### src/gate_sel_regs.svh
`ifndef GATE_SEL_REGS_SVH
`define GATE_SEL_REGS_SVH

// ****************************************
// Register offsets (plain port, byte index)
// ****************************************
`define GATE1_SEL_OFS 4'h0
`define GATE2_SEL_OFS 4'h1
`define GATE3_SEL_OFS 4'h2
`define DATA_SRC_OFS 4'h3

// ****************************************
// Select bit positions within a gate register
// ****************************************
`define SEL_IN1_INV_BIT 0
`define SEL_IN1_TRUE_BIT 1
`define SEL_IN2_INV_BIT 2
`define SEL_IN2_TRUE_BIT 3
`define SEL_IN3_INV_BIT 4
`define SEL_IN3_TRUE_BIT 5
`define SEL_IN4_INV_BIT 6
`define SEL_IN4_TRUE_BIT 7

// ****************************************
// Data source select fields
// ****************************************
`define D3_SRC_LSB 0
`define D4_SRC_LSB 4
`define D4_SRC_BASE 4'h0
`define D4_WRAP_OFS 4'hc

// ****************************************
// Reset values; hardware leaves power-on content unknown
// ****************************************
`define GATE_SEL_RST 8'h00
`define D3_SRC_RST 3'h0
`define D4_SRC_RST 3'h0
`define RDATA_RST 8'h00

`endif

### src/gate_sel_pkg.sv
package gate_sel_pkg;
  typedef logic [7:0] sel_t;
  typedef struct packed {
    logic [3:0] addr;
    logic [7:0] wdata;
    logic wr;
    logic rd;
  } reg_req_s;
  typedef struct packed {
    logic d4;
    logic d3;
    logic d2;
    logic d1;
  } data_in_s;
  typedef struct packed {
    logic g3;
    logic g2;
    logic g1;
  } gate_out_s;
endpackage

### src/gate_mix.sv
`timescale 1ns/1ps
`include "gate_sel_regs.svh"
module gate_mix (
  input wire logic [7:0] i_sel,
  input wire gate_sel_pkg::data_in_s i_data,
  output logic o_gate
);
  import gate_sel_pkg::*;
  logic [7:0] cand;
  // ****************************************
  // Candidate signals
  // ****************************************
  // [RULE6] true and inverted copies
  assign cand[`SEL_IN1_INV_BIT] = ~i_data.d1;
  assign cand[`SEL_IN1_TRUE_BIT] = i_data.d1;
  assign cand[`SEL_IN2_INV_BIT] = ~i_data.d2;
  assign cand[`SEL_IN2_TRUE_BIT] = i_data.d2;
  assign cand[`SEL_IN3_INV_BIT] = ~i_data.d3;
  assign cand[`SEL_IN3_TRUE_BIT] = i_data.d3;
  assign cand[`SEL_IN4_INV_BIT] = ~i_data.d4;
  assign cand[`SEL_IN4_TRUE_BIT] = i_data.d4;
  // [RULE4] enabled candidates are ORed in
  assign o_gate = |(cand & i_sel);
endmodule // gate_mix

### src/logic_cell_gate_input_select.sv
`timescale 1ns/1ps
`include "gate_sel_regs.svh"
// Notes on behaviour
// [RULE1] Gate 1 select bits 7..0 are data4 true/inv, data3, data2, data1 true/inv.
// [RULE2] Gate 2 select uses the same order, bit 0 inverted data1, bit 7 true data4.
// [RULE3] Gate 3 select uses the same order, bit 3 true data2, bit 2 inverted data2.
// [RULE4] A set select bit puts its signal into the gate, a clear bit keeps it out.
// [RULE5] All select bits are read/write and keep their value over non-power resets; here the only reset, i_nrst, clears them to zero.
// [RULE6] Each data input offers a true and an inverted copy, selectable per gate.
// [RULE7] Data 3 comes from source inputs 8..15 by a 3-bit code, 111 meaning 15.
// [RULE8] Data 4 comes from a 3-bit code where 011 means input 15 and 111 input 3.
// [RULE9] Select writes reach the gates combinationally with no extra step.
module logic_cell_gate_input_select (
  input wire logic i_mclk,
  input wire logic i_nrst,
  input wire gate_sel_pkg::reg_req_s i_req,
  output logic [7:0] o_rdata,
  input wire logic [15:0] i_src,
  input wire logic i_d1,
  input wire logic i_d2,
  output gate_sel_pkg::gate_out_s o_gates,
  output gate_sel_pkg::data_in_s o_data
);
  import gate_sel_pkg::*;

  // ****************************************
  // Registers
  // ****************************************
  sel_t g1_sel_ff;
  sel_t g2_sel_ff;
  sel_t g3_sel_ff;
  logic [2:0] d3_src_ff;
  logic [2:0] d4_src_ff;
  logic [7:0] rdata_ff;
  logic [7:0] nxt_rdata;
  logic wr_g1;
  logic wr_g2;
  logic wr_g3;
  logic wr_src;
  logic rd_g1;
  logic rd_g2;
  logic rd_g3;
  logic rd_src;
  logic [7:0] src_word;
  logic [3:0] d3_idx;
  logic [3:0] d4_idx;
  data_in_s data;
  logic g1_out;
  logic g2_out;
  logic g3_out;
  sel_t g1_en;
  sel_t g2_en;
  sel_t g3_en;

  function automatic logic hit(input logic [3:0] a, input logic [3:0] ofs);
    hit = (a == ofs);
  endfunction

  // ****************************************
  // Address decode
  // ****************************************
  // [RULE5] write and read strobes
  assign wr_g1 = i_req.wr & hit(i_req.addr, `GATE1_SEL_OFS);
  assign wr_g2 = i_req.wr & hit(i_req.addr, `GATE2_SEL_OFS);
  assign wr_g3 = i_req.wr & hit(i_req.addr, `GATE3_SEL_OFS);
  assign wr_src = i_req.wr & hit(i_req.addr, `DATA_SRC_OFS);

  assign rd_g1 = i_req.rd & hit(i_req.addr, `GATE1_SEL_OFS);
  assign rd_g2 = i_req.rd & hit(i_req.addr, `GATE2_SEL_OFS);
  assign rd_g3 = i_req.rd & hit(i_req.addr, `GATE3_SEL_OFS);
  assign rd_src = i_req.rd & hit(i_req.addr, `DATA_SRC_OFS);

  // Content would be unknown on power-up; a fixed value keeps simulation clean.
  // [RULE5] writable selects
  always_ff @(posedge i_mclk or negedge i_nrst) begin
    if (!i_nrst) begin
      g1_sel_ff <= `GATE_SEL_RST;
      g2_sel_ff <= `GATE_SEL_RST;
      g3_sel_ff <= `GATE_SEL_RST;
    end else begin
      if (wr_g1) g1_sel_ff <= i_req.wdata;
      if (wr_g2) g2_sel_ff <= i_req.wdata;
      if (wr_g3) g3_sel_ff <= i_req.wdata;
    end
  end

  always_ff @(posedge i_mclk or negedge i_nrst) begin
    if (!i_nrst) begin
      d3_src_ff <= `D3_SRC_RST;
      d4_src_ff <= `D4_SRC_RST;
    end else if (wr_src) begin
      d3_src_ff <= i_req.wdata[`D3_SRC_LSB +: 3];
      d4_src_ff <= i_req.wdata[`D4_SRC_LSB +: 3];
    end
  end

  // ****************************************
  // Read back
  // ****************************************
  // [RULE5] readable selects
  // Bits 7 and 3 of the source word hold nothing and read as zero
  assign src_word = {1'b0, d4_src_ff, 1'b0, d3_src_ff};
  assign nxt_rdata = rd_g1 ? g1_sel_ff :
                     rd_g2 ? g2_sel_ff :
                     rd_g3 ? g3_sel_ff :
                     rd_src ? src_word :
                     8'h00;

  always_ff @(posedge i_mclk or negedge i_nrst) begin
    if (!i_nrst) rdata_ff <= `RDATA_RST;
    else rdata_ff <= nxt_rdata;
  end
  assign o_rdata = rdata_ff;

  // ****************************************
  // Data input sources
  // ****************************************
  // [RULE7] data3 from inputs 8..15
  assign d3_idx = {1'b1, d3_src_ff};
  // [RULE8] data4 codes 000..011 give 12..15, 100..111 give 0..3
  assign d4_idx = d4_src_ff[2] ? {2'b00, d4_src_ff[1:0]} : {2'b11, d4_src_ff[1:0]};
  assign data = '{d4: i_src[d4_idx], d3: i_src[d3_idx], d2: i_d2, d1: i_d1};
  assign o_data = data;

  // ****************************************
  // Gate 1 select bits
  // ****************************************
  // [RULE1] gate 1 bit map
  logic g1_in4_true_en;
  logic g1_in4_inv_en;
  logic g1_in3_true_en;
  logic g1_in3_inv_en;
  logic g1_in2_true_en;
  logic g1_in2_inv_en;
  logic g1_in1_true_en;
  logic g1_in1_inv_en;

  assign g1_in4_true_en = g1_sel_ff[`SEL_IN4_TRUE_BIT];
  assign g1_in4_inv_en = g1_sel_ff[`SEL_IN4_INV_BIT];
  assign g1_in3_true_en = g1_sel_ff[`SEL_IN3_TRUE_BIT];
  assign g1_in3_inv_en = g1_sel_ff[`SEL_IN3_INV_BIT];
  assign g1_in2_true_en = g1_sel_ff[`SEL_IN2_TRUE_BIT];
  assign g1_in2_inv_en = g1_sel_ff[`SEL_IN2_INV_BIT];
  assign g1_in1_true_en = g1_sel_ff[`SEL_IN1_TRUE_BIT];
  assign g1_in1_inv_en = g1_sel_ff[`SEL_IN1_INV_BIT];
  // Order must match the candidate order inside gate_mix
  assign g1_en = {g1_in4_true_en, g1_in4_inv_en, g1_in3_true_en, g1_in3_inv_en,
                  g1_in2_true_en, g1_in2_inv_en, g1_in1_true_en, g1_in1_inv_en};

  // ****************************************
  // Gate 2 select bits
  // ****************************************
  // [RULE2] gate 2 bit map
  logic g2_in4_true_en;
  logic g2_in4_inv_en;
  logic g2_in3_true_en;
  logic g2_in3_inv_en;
  logic g2_in2_true_en;
  logic g2_in2_inv_en;
  logic g2_in1_true_en;
  logic g2_in1_inv_en;

  assign g2_in4_true_en = g2_sel_ff[`SEL_IN4_TRUE_BIT];
  assign g2_in4_inv_en = g2_sel_ff[`SEL_IN4_INV_BIT];
  assign g2_in3_true_en = g2_sel_ff[`SEL_IN3_TRUE_BIT];
  assign g2_in3_inv_en = g2_sel_ff[`SEL_IN3_INV_BIT];
  assign g2_in2_true_en = g2_sel_ff[`SEL_IN2_TRUE_BIT];
  assign g2_in2_inv_en = g2_sel_ff[`SEL_IN2_INV_BIT];
  assign g2_in1_true_en = g2_sel_ff[`SEL_IN1_TRUE_BIT];
  assign g2_in1_inv_en = g2_sel_ff[`SEL_IN1_INV_BIT];
  assign g2_en = {g2_in4_true_en, g2_in4_inv_en, g2_in3_true_en, g2_in3_inv_en,
                  g2_in2_true_en, g2_in2_inv_en, g2_in1_true_en, g2_in1_inv_en};

  // ****************************************
  // Gate 3 select bits
  // ****************************************
  // [RULE3] gate 3 bit map
  logic g3_in4_true_en;
  logic g3_in4_inv_en;
  logic g3_in3_true_en;
  logic g3_in3_inv_en;
  logic g3_in2_true_en;
  logic g3_in2_inv_en;
  logic g3_in1_true_en;
  logic g3_in1_inv_en;

  assign g3_in4_true_en = g3_sel_ff[`SEL_IN4_TRUE_BIT];
  assign g3_in4_inv_en = g3_sel_ff[`SEL_IN4_INV_BIT];
  assign g3_in3_true_en = g3_sel_ff[`SEL_IN3_TRUE_BIT];
  assign g3_in3_inv_en = g3_sel_ff[`SEL_IN3_INV_BIT];
  assign g3_in2_true_en = g3_sel_ff[`SEL_IN2_TRUE_BIT];
  assign g3_in2_inv_en = g3_sel_ff[`SEL_IN2_INV_BIT];
  assign g3_in1_true_en = g3_sel_ff[`SEL_IN1_TRUE_BIT];
  assign g3_in1_inv_en = g3_sel_ff[`SEL_IN1_INV_BIT];
  assign g3_en = {g3_in4_true_en, g3_in4_inv_en, g3_in3_true_en, g3_in3_inv_en,
                  g3_in2_true_en, g3_in2_inv_en, g3_in1_true_en, g3_in1_inv_en};

  // ****************************************
  // Gate matrices
  // ****************************************
  // Gates are pure logic so a select write is seen the cycle it lands.
  // [RULE9] combinational gating
  gate_mix u_g1 (
    .i_sel(g1_en),
    .i_data(data),
    .o_gate(g1_out)
  );

  gate_mix u_g2 (
    .i_sel(g2_en),
    .i_data(data),
    .o_gate(g2_out)
  );

  gate_mix u_g3 (
    .i_sel(g3_en),
    .i_data(data),
    .o_gate(g3_out)
  );

  assign o_gates = '{g3: g3_out, g2: g2_out, g1: g1_out};
endmodule // logic_cell_gate_input_select

### config.mk
export PLATFORM = sky130hd
export DESIGN_NAME = logic_cell_gate_input_select
export DESIGN_NICKNAME = d
export VERILOG_FILES = /design/src/gate_sel_pkg.sv /design/src/gate_mix.sv /design/src/logic_cell_gate_input_select.sv
export VERILOG_INCLUDE_DIRS = /design/src /design/src/src
export SDC_FILE = /design/constraint.sdc
export NUM_CORES = 1
export LEC_CHECK = 0
export BUFFER_PORTS_ARGS = -buffer_cell sky130_fd_sc_hd__buf_2
export CAP_MARGIN = 5
export CORE_ASPECT_RATIO = 1.5
export CORE_MARGIN = 2
export CORE_UTILIZATION = 40
export DETAILED_ROUTE_END_ITERATION = 7
export MAX_ROUTING_LAYER = met4
export SYNTH_ARGS = -nofsm -noshare
export SYNTH_HDL_FRONTEND = slang
export SYNTH_SLANG_ARGS = --single-unit
### constraint.sdc
create_clock -name i_mclk -period 4 [get_ports i_mclk]
set_input_delay 0.6 -clock i_mclk [delete_from_list [all_inputs] [get_ports i_mclk]]
set_output_delay 0.6 -clock i_mclk [all_outputs]
set_load 0.02 [all_outputs]
-- Word level (Yosys, flattened, before mapping)
Index checks and enable logic that the tools add are counted.
- logic and storage cells: 39
- output and inout port bits: 15
- input port bits: 34
- register bits: 38
- bitwise operators: 15
- reductions and logical operators: 4
- multiplexer cells: 9
- order comparisons: 2
- equal/unequal tests: 3
- operators by type and width (kind ; number):
    8-bit bitwise AND ; 3
    8-bit two-way mux ; 3
    8-bit OR reduction ; 3
    4-bit by 5-bit less-than comparator with 1-bit output, second input constant ; 2
    1-bit bitwise AND ; 8
    4-bit by 2-bit == test with 1-bit output, second input constant ; 2
    7-bit two-way mux ; 1
    1-bit binary-select mux with 4-bit select ; 1
    4-bit by 1-bit == test with 1-bit output, second input constant ; 1
    4-bit logical NOT ; 1
    4-bit two-way mux ; 1
    1-bit NOT ; 4
    1-bit binary-select mux with 3-bit select ; 1
    1-bit two-way mux ; 2

-- Depth between registers and ports, before layout
Gate-level depths: netlist of the first run.
- word-level depth: 6
- mapped depth: 5
- depth with buffers taken out: 4

-- Cells and area by module
From an unflattened synthesis of the first run, not the netlist that was laid out.
- cells, all modules: 124
- area, all modules: 2003.2 um2
- modules (own cells, without submodules) (module ; area each (um2) ; sequential area each (um2) ; times used ; cells each):
    logic_cell_gate_input_select ; 1864.3 ; 950.9 ; 1 ; 109
    gate_mix ; 46.3 ; 0.0 ; 3 ; 5

-- Worst setup path before layout of the first run
No wires, ideal clock.
- path kind: input -> output
- start point: in i_src[9]
- end point: out o_gates[0] in the netlist's numbering
- slack: 1593 ps
- buffers on the path: 1
- arrival: 1807 ps
- data required time: 3400 ps
- stages: 5
- cell sequence: mux4_1 > mux2_4 > nor3_1 > o21ai_1 > buf_4
- RTL lines (element ; line ; RTL):
    start, declared ; logic_cell_gate_input_select.sv:18 ; input wire logic [15:0] i_src,
    end, declared ; logic_cell_gate_input_select.sv:21 ; output gate_sel_pkg::gate_out_s o_gates,

==> results of run 1 <==
worst paths after layout:
kind / to / cells past startpoint / slack [ns] / startpoint
max reg2reg: o_rdata[4] / 2 / 2.76 / d4_src_ff[0]
min reg2reg: g1_en[0] / 1 / 0.54 / g1_en[0]
max: o_gates[2] / 5 / 1.34 / d3_src_ff[0]
max in group asynchronous: g2_en[1] / 1 / 3.05 / i_nrst
min: o_rdata[4] / 1 / 0.41 / i_nrst
min in group i_mclk: g1_en[0] / 1 / 0.54 / g1_en[0]
where the power goes:
group	internal, mW	switching, mW	total (mW)
clock	0.120	0.129	0.249
sequential	0.459	0.0662	0.525
combinational	0.169	0.138	0.308
cell usage after synthesis, types with 2 or more instances:
| cell type | number | area share |
|---|---|---|
| mux4_2 | 7 | 0.082 |
| dfrtp_1 | 38 | 0.50 |
| and3_1 | 6 | 0.020 |
| mux2_2 | 30 | 0.18 |
| nor3_1 | 3 | 0.0079 |
| nand2_1 | 5 | 0.0098 |
| buf_2 | 2 | 0.0052 |
| a21oi_1 | 2 | 0.0052 |
| nor3b_1 | 3 | 0.012 |
| mux4_1 | 3 | 0.041 |
| buf_4 | 5 | 0.020 |
| mux2i_1 | 11 | 0.058 |
| o21ai_1 | 3 | 0.0079 |
| nor2_1 | 5 | 0.0098 |
| nor3b_2 | 2 | 0.013 |
sequential cells by signal, indices dropped and copies added (netlist names):
| register | cells |
|---|---|
| d3_src_ff | 3 |
| d4_src_ff | 3 |
| g1_en | 8 |
| g2_en | 8 |
| g3_en | 8 |
| o_rdata | 8 |
layer usage:
| metal | vias to the layer above | GRT usage | wire length [um] |
|---|---|---|---|
| li1 | 579 | - | - |
| met5 | - | - | 0 |
| met4 | 0 | 0.08893 | 92 |
| met2 | 48 | 0.2955 | 2092 |
| met3 | 7 | 0.03801 | 210 |
| met1 | 630 | 0.2107 | 1715 |
cell families after synthesis:
| group | Yosys count | synth area share |
|---|---|---|
| DFF | 38 | 0.4974 |
| muxes | 53 | 0.3776 |
| AOI/OAI and AO/OA | 5 | 0.01309 |
| and+or+nand+nor | 28 | 0.08508 |
| buffers and inverters | 8 | 0.02683 |
cell type report:
class                           instances  area, um^2
Inverter                                1       3.754
Fill cell                             430        2338
Sequential cell                        38       950.9
Timing Repair Buffer                   44       220.2
Clock buffer                            7       76.32
Tap cell                               64       80.08
Multi-Input combinational cell         86       909.6
==> out/metrics.yaml, run 1 <==
synth-seq-area-share: 0.4974
clockRootBuffer: "clkbuf_8"
worstHoldPathType: "in -> async"
drt_wl_total_mm: 4.111
p_leak_nw: 1.064
syn-num-nets: 166
skew_ns: 0.006391
finalHoldViolations: 0
cts.sinks: 38
synth_cells: 132
cp-end-kind: "output port"
crit_chain: "mux4_1 -> mux2_4 -> nor3b_1 -> o21ai_1 -> buf_2"
grt.overflow.total: 0
cts_tree: "yes"
die-width_um: 60.45
grt_pass1_wl_mm: 6.693
grt_use_total: 0.1818
netlist_area_um2: 1912
critPathTopFamily: "multiplexers"
critPathMaxStageDelay_ns: 0.56
dr.pass1.iters: 4
crit_path_max_fanout: 7
fin_area_um2: 2241
chipHeight_um: 88.67
pre_cts_ws_ns: 1.409
hpwlAfterDp_mm: 3.077
start_kind: "register"
avgSynthCellArea_um2: 14.48
cts_inserted_buffers: 5
cts_setup_buffers: 0
finalCriticalPeriod_ns: 2.663
fmax_ghz: 0.3756
async_reset_ff_frac: 1.000
grt_antenna_before_repair: 0
vdd_drop_max_uv: 195.6
max_slew.worst_pin.slew_ns: 0.8498
slew_viol_final: 0
arrival_ns: 2.06
pin_count: 49
total_power_mw: 1.082
initial_core_util: 0.4175
area_growth_pct: 17.21
cts.htree.levels: 2
final_common_cell: "buf_2"
ys_types: 22
cp.required_ns: 3.40
fin_util: 0.4893
diodes: 0
finalSetupViolCount: 0
ys.flop_type: "dfrtp_1"
rsz0062_at_grt: "no"
crit_path_top_delay_cell: "mux4_1"
yosys_register_bits: 38
rows: 30
synth_edf_count: 0
cellPowerDensity_nw_per_um2: 482.8
status: "complete, no violations"
setup_tns_ns: 0
final_layout_size_suffix_gt1_frac: 0.5170
dieArea_um2: 5360
drtIter0Drc: 24
layout_setup_ws_ns: 1.337
drv_cap: 0
drc: 0
postRouteAntennaNets: 0
port_buffers: 44
core_um2: 4579
place_area_um2: 2165
wl_per_cell_um: 17.13
path_clk_slew_ns: 0.07
gp_congestion: 0.7735
layoutNonFillerInstCount: 240
cts_resized: 0
dp.cells: 233
holdBufCountCts: 0
clk_latency_ns: 0.29
final_cell_mix: "buf_2 (44), dfrtp_1 (38), mux2_2 (30)"
fin_nets: 210
viasPerCell: 5.267
critPathKind: "reg -> out"
grt_max_degree: 39
path_buf_inv: 1
yosysWarnings: 0
grt_pass1_vias: 1339
num_vias: 1264
cts.path.max_buffers: 2
hold-worst-slack_ns: 0.4132
relSlewSlack: 0.4334
fin_crit_sh: 0.6657
Note: power is estimated with default switching activity, not from simulation.
==> inputs of run 2 (changes only) <==
--- a/config.mk
+++ b/config.mk
@@ -13,6 +13,7 @@
 export CORE_UTILIZATION = 40
 export DETAILED_ROUTE_END_ITERATION = 7
 export MAX_ROUTING_LAYER = met4
+export PLACE_DENSITY = 0.65
 export SYNTH_ARGS = -nofsm -noshare
 export SYNTH_HDL_FRONTEND = slang
 export SYNTH_SLANG_ARGS = --single-unit
==> constraint.sdc (replaced) <==
create_clock -name i_mclk -period 2.4 [get_ports i_mclk]
set_input_delay 0.36 -clock i_mclk [delete_from_list [all_inputs] [get_ports i_mclk]]
set_output_delay 0.36 -clock i_mclk [all_outputs]
set_load 0.02 [all_outputs]
==> run 2 against run 1 <==
  * Non-clock buffer count is 4 higher
  * Largest cell class unchanged
  * Sequential power rose by 68%
  * Sequential cell count unchanged
  * Combinational power increased by 83%
  * Utilization rose by 1.4 points
  * Final area up 2.8%
  * Register-to-register slack got worse by 1.7 ns
  * Sequential share of layout area is 1.1 points lower
==> out/metrics.yaml, run 2 (synthesized netlist as in run 1, its figures left out) <==
status: "complete, no violations"  # unchanged
core_um2: 4579  # unchanged
fin_crit_sh: 0.9832
pre_cts_ws_ns: 0.2782  # was 1.409 ns
die-width_um: 60.45  # unchanged
finalSetupViolCount: 0  # unchanged
layout_setup_ws_ns: 0.04038  # was 1.337 ns
final_layout_size_suffix_gt1_frac: 0.5810  # was 0.5170
dp.cells: 235  # was 233
reg2reg_from: "d3_src_ff[0]"  # was d4_src_ff[0]
grt.overflow.total: 0  # unchanged
pin_count: 49  # unchanged
grt_antenna_before_repair: 0  # unchanged
r2r_end: "o_rdata[0]"  # was o_rdata[4]
grt_max_degree: 39  # unchanged
arrival_ns: 2.00  # was 2.06 ns
grt_pass1_wl_mm: 6.479  # was 6.693 mm
start_kind: "register"  # unchanged
worstHoldPathType: "in -> async"  # unchanged
crit_start: "d4_src_ff[0]"  # was d3_src_ff[0]
cellPowerDensity_nw_per_um2: 815.4  # was 482.8 nW/um^2
regToRegSetupSlack_ns: 1.04  # was 2.76 ns
endpoint: "o_gates[2]"  # unchanged
met3WireLength_um: 206  # was 210 um
path_clk_slew_ns: 0.07  # about the same
port_buffers: 44  # unchanged
postRouteAntennaNets: 0  # unchanged
dieArea_um2: 5360  # unchanged
hpwlAfterDp_mm: 3.050  # was 3.077 mm
finalHoldViolations: 0  # unchanged
drc: 0  # unchanged
dr.pass1.iters: 4  # unchanged
rsz0062_at_grt: "yes"  # was no
wl_met2_mm: 2.184  # was 2.092 mm
final_cell_mix: "buf_2 (41), dfrtp_1 (36), mux2_2 (30)"  # was buf_2 (44), dfrtp_1 (38), mux2_2 (30)
crit_path_max_fanout: 4  # was 7
fin_util: 0.5033  # was 0.4893
drt_wl_total_mm: 4.055  # was 4.111 mm
p_leak_nw: 1.091  # was 1.064 nW
final_common_cell: "buf_2"  # unchanged
fmax_ghz: 0.4238
fin_nets: 214  # was 210
critPathKind: "reg -> out"  # unchanged
cts.sinks: 38  # unchanged
grt_use_total: 0.1739  # was 0.1818
skew_ns: 0.004751  # was 0.006391 ns
slew_viol_final: 0  # unchanged
vdd_drop_max_uv: 349.3  # was 195.6 uV
gp_congestion: 0.8045  # was 0.7735
drv_cap: 0  # unchanged
rows: 30  # unchanged
viasPerCell: 5.313  # was 5.267
finalCriticalPeriod_ns: 2.360
area_growth_pct: 20.55  # was 17.21%
cp-end-kind: "output port"  # unchanged
relSlewSlack: 0.4405  # was 0.4334
diodes: 0  # unchanged
chipHeight_um: 88.67  # unchanged
grt_pass1_vias: 1331  # was 1339
top_layer: "met4"  # unchanged
cts.htree.levels: 2  # unchanged
drtIter0Drc: 14  # was 24
hold-worst-slack_ns: 0.1689  # was 0.4132 ns
layoutNonFillerInstCount: 243  # was 240
cts_tree: "yes"  # unchanged
clk_latency_ns: 0.29  # about the same
initial_core_util: 0.4175  # unchanged
num_vias: 1291  # was 1264
clockRootBuffer: "clkbuf_8"  # unchanged
drt-met1-wl_mm: 1.590  # was 1.715 mm
max_slew.worst_pin.slew_ns: 0.8392  # was 0.8498 ns
cts_inserted_buffers: 5  # unchanged
ff2ff_path_depth: 3  # was 2
cts.path.max_buffers: 2  # unchanged
cp.required_ns: 2.04  # was 3.40 ns
wl_per_cell_um: 16.69  # was 17.13 um
run 2: worst min-delay path by stage:
stage / from / to / slack [ns] / cells after the start
global route: i_nrst / o_rdata[6] / 0.24 / 1
finish: i_nrst / o_rdata[4] / 0.17 / 1
CTS: i_nrst / d3_src_ff[2] / 0.20 / 1
floorplan: i_nrst / d3_src_ff[0] / 0.06 / 0
global placement: i_nrst / g2_en[7] / 0.48 / 1
detailed placement: i_nrst / g3_en[7] / 0.52 / 1
run 2: per-stage QoR:
step / total power, mW / area [um^2] / TNS, ns
3_3_place_gp: 1.382 / 2180 / 0
6_report: 1.879 / 2305 / 0
4_1_cts: 1.855 / 2267 / -0.006264
3_5_place_dp: 1.408 / 2180 / 0
5_1_grt: 1.974 / 2305 / -0.07046
2_1_floorplan: 1.258 / 1912 / 0
run 2: layout make-up:
| class | instances | area [um^2] |
|---|---|---|
| clock buffer | 6 | 82.58 |
| fill | 433 | 2275 |
| inverter | 1 | 3.754 |
| multi-input combinational | 86 | 927.1 |
| sequential | 38 | 953.4 |
| tap | 64 | 80.08 |
| timing repair buffer | 48 | 257.7 |
run 2: per-layer routing:
| layer | vias up | track usage |
|---|---|---|
| li1 | 588 | - |
| met1 | 657 | 0.1918 |
| met2 | 40 | 0.2984 |
| met3 | 6 | 0.04240 |
| met4 | 0 | 0.06522 |
| met5 | - | - |
run 2: power by group:
part / total (mW) / internal, mW / switching [mW]
Clock: 0.430 / 0.221 / 0.209
Combinational: 0.565 / 0.318 / 0.246
Sequential: 0.884 / 0.767 / 0.118
Total: 1.88 / 1.31 / 0.573
run 2: worst max-delay path, stage by stage (launching register included):
cell     delay, ns
dfrtp_2       0.41
mux4_2        0.54
mux2i_4       0.26
mux2i_1       0.25
o21ai_2       0.08
buf_4         0.16
run 2: repair_timing:
action	in CTS	in global routing
setup endpoints to repair	3	3
endpoints found under the hold margin	0	0
hold buffers	0	0
pin swaps	1	1
gates resized for setup	4	8
buffers inserted	1	1
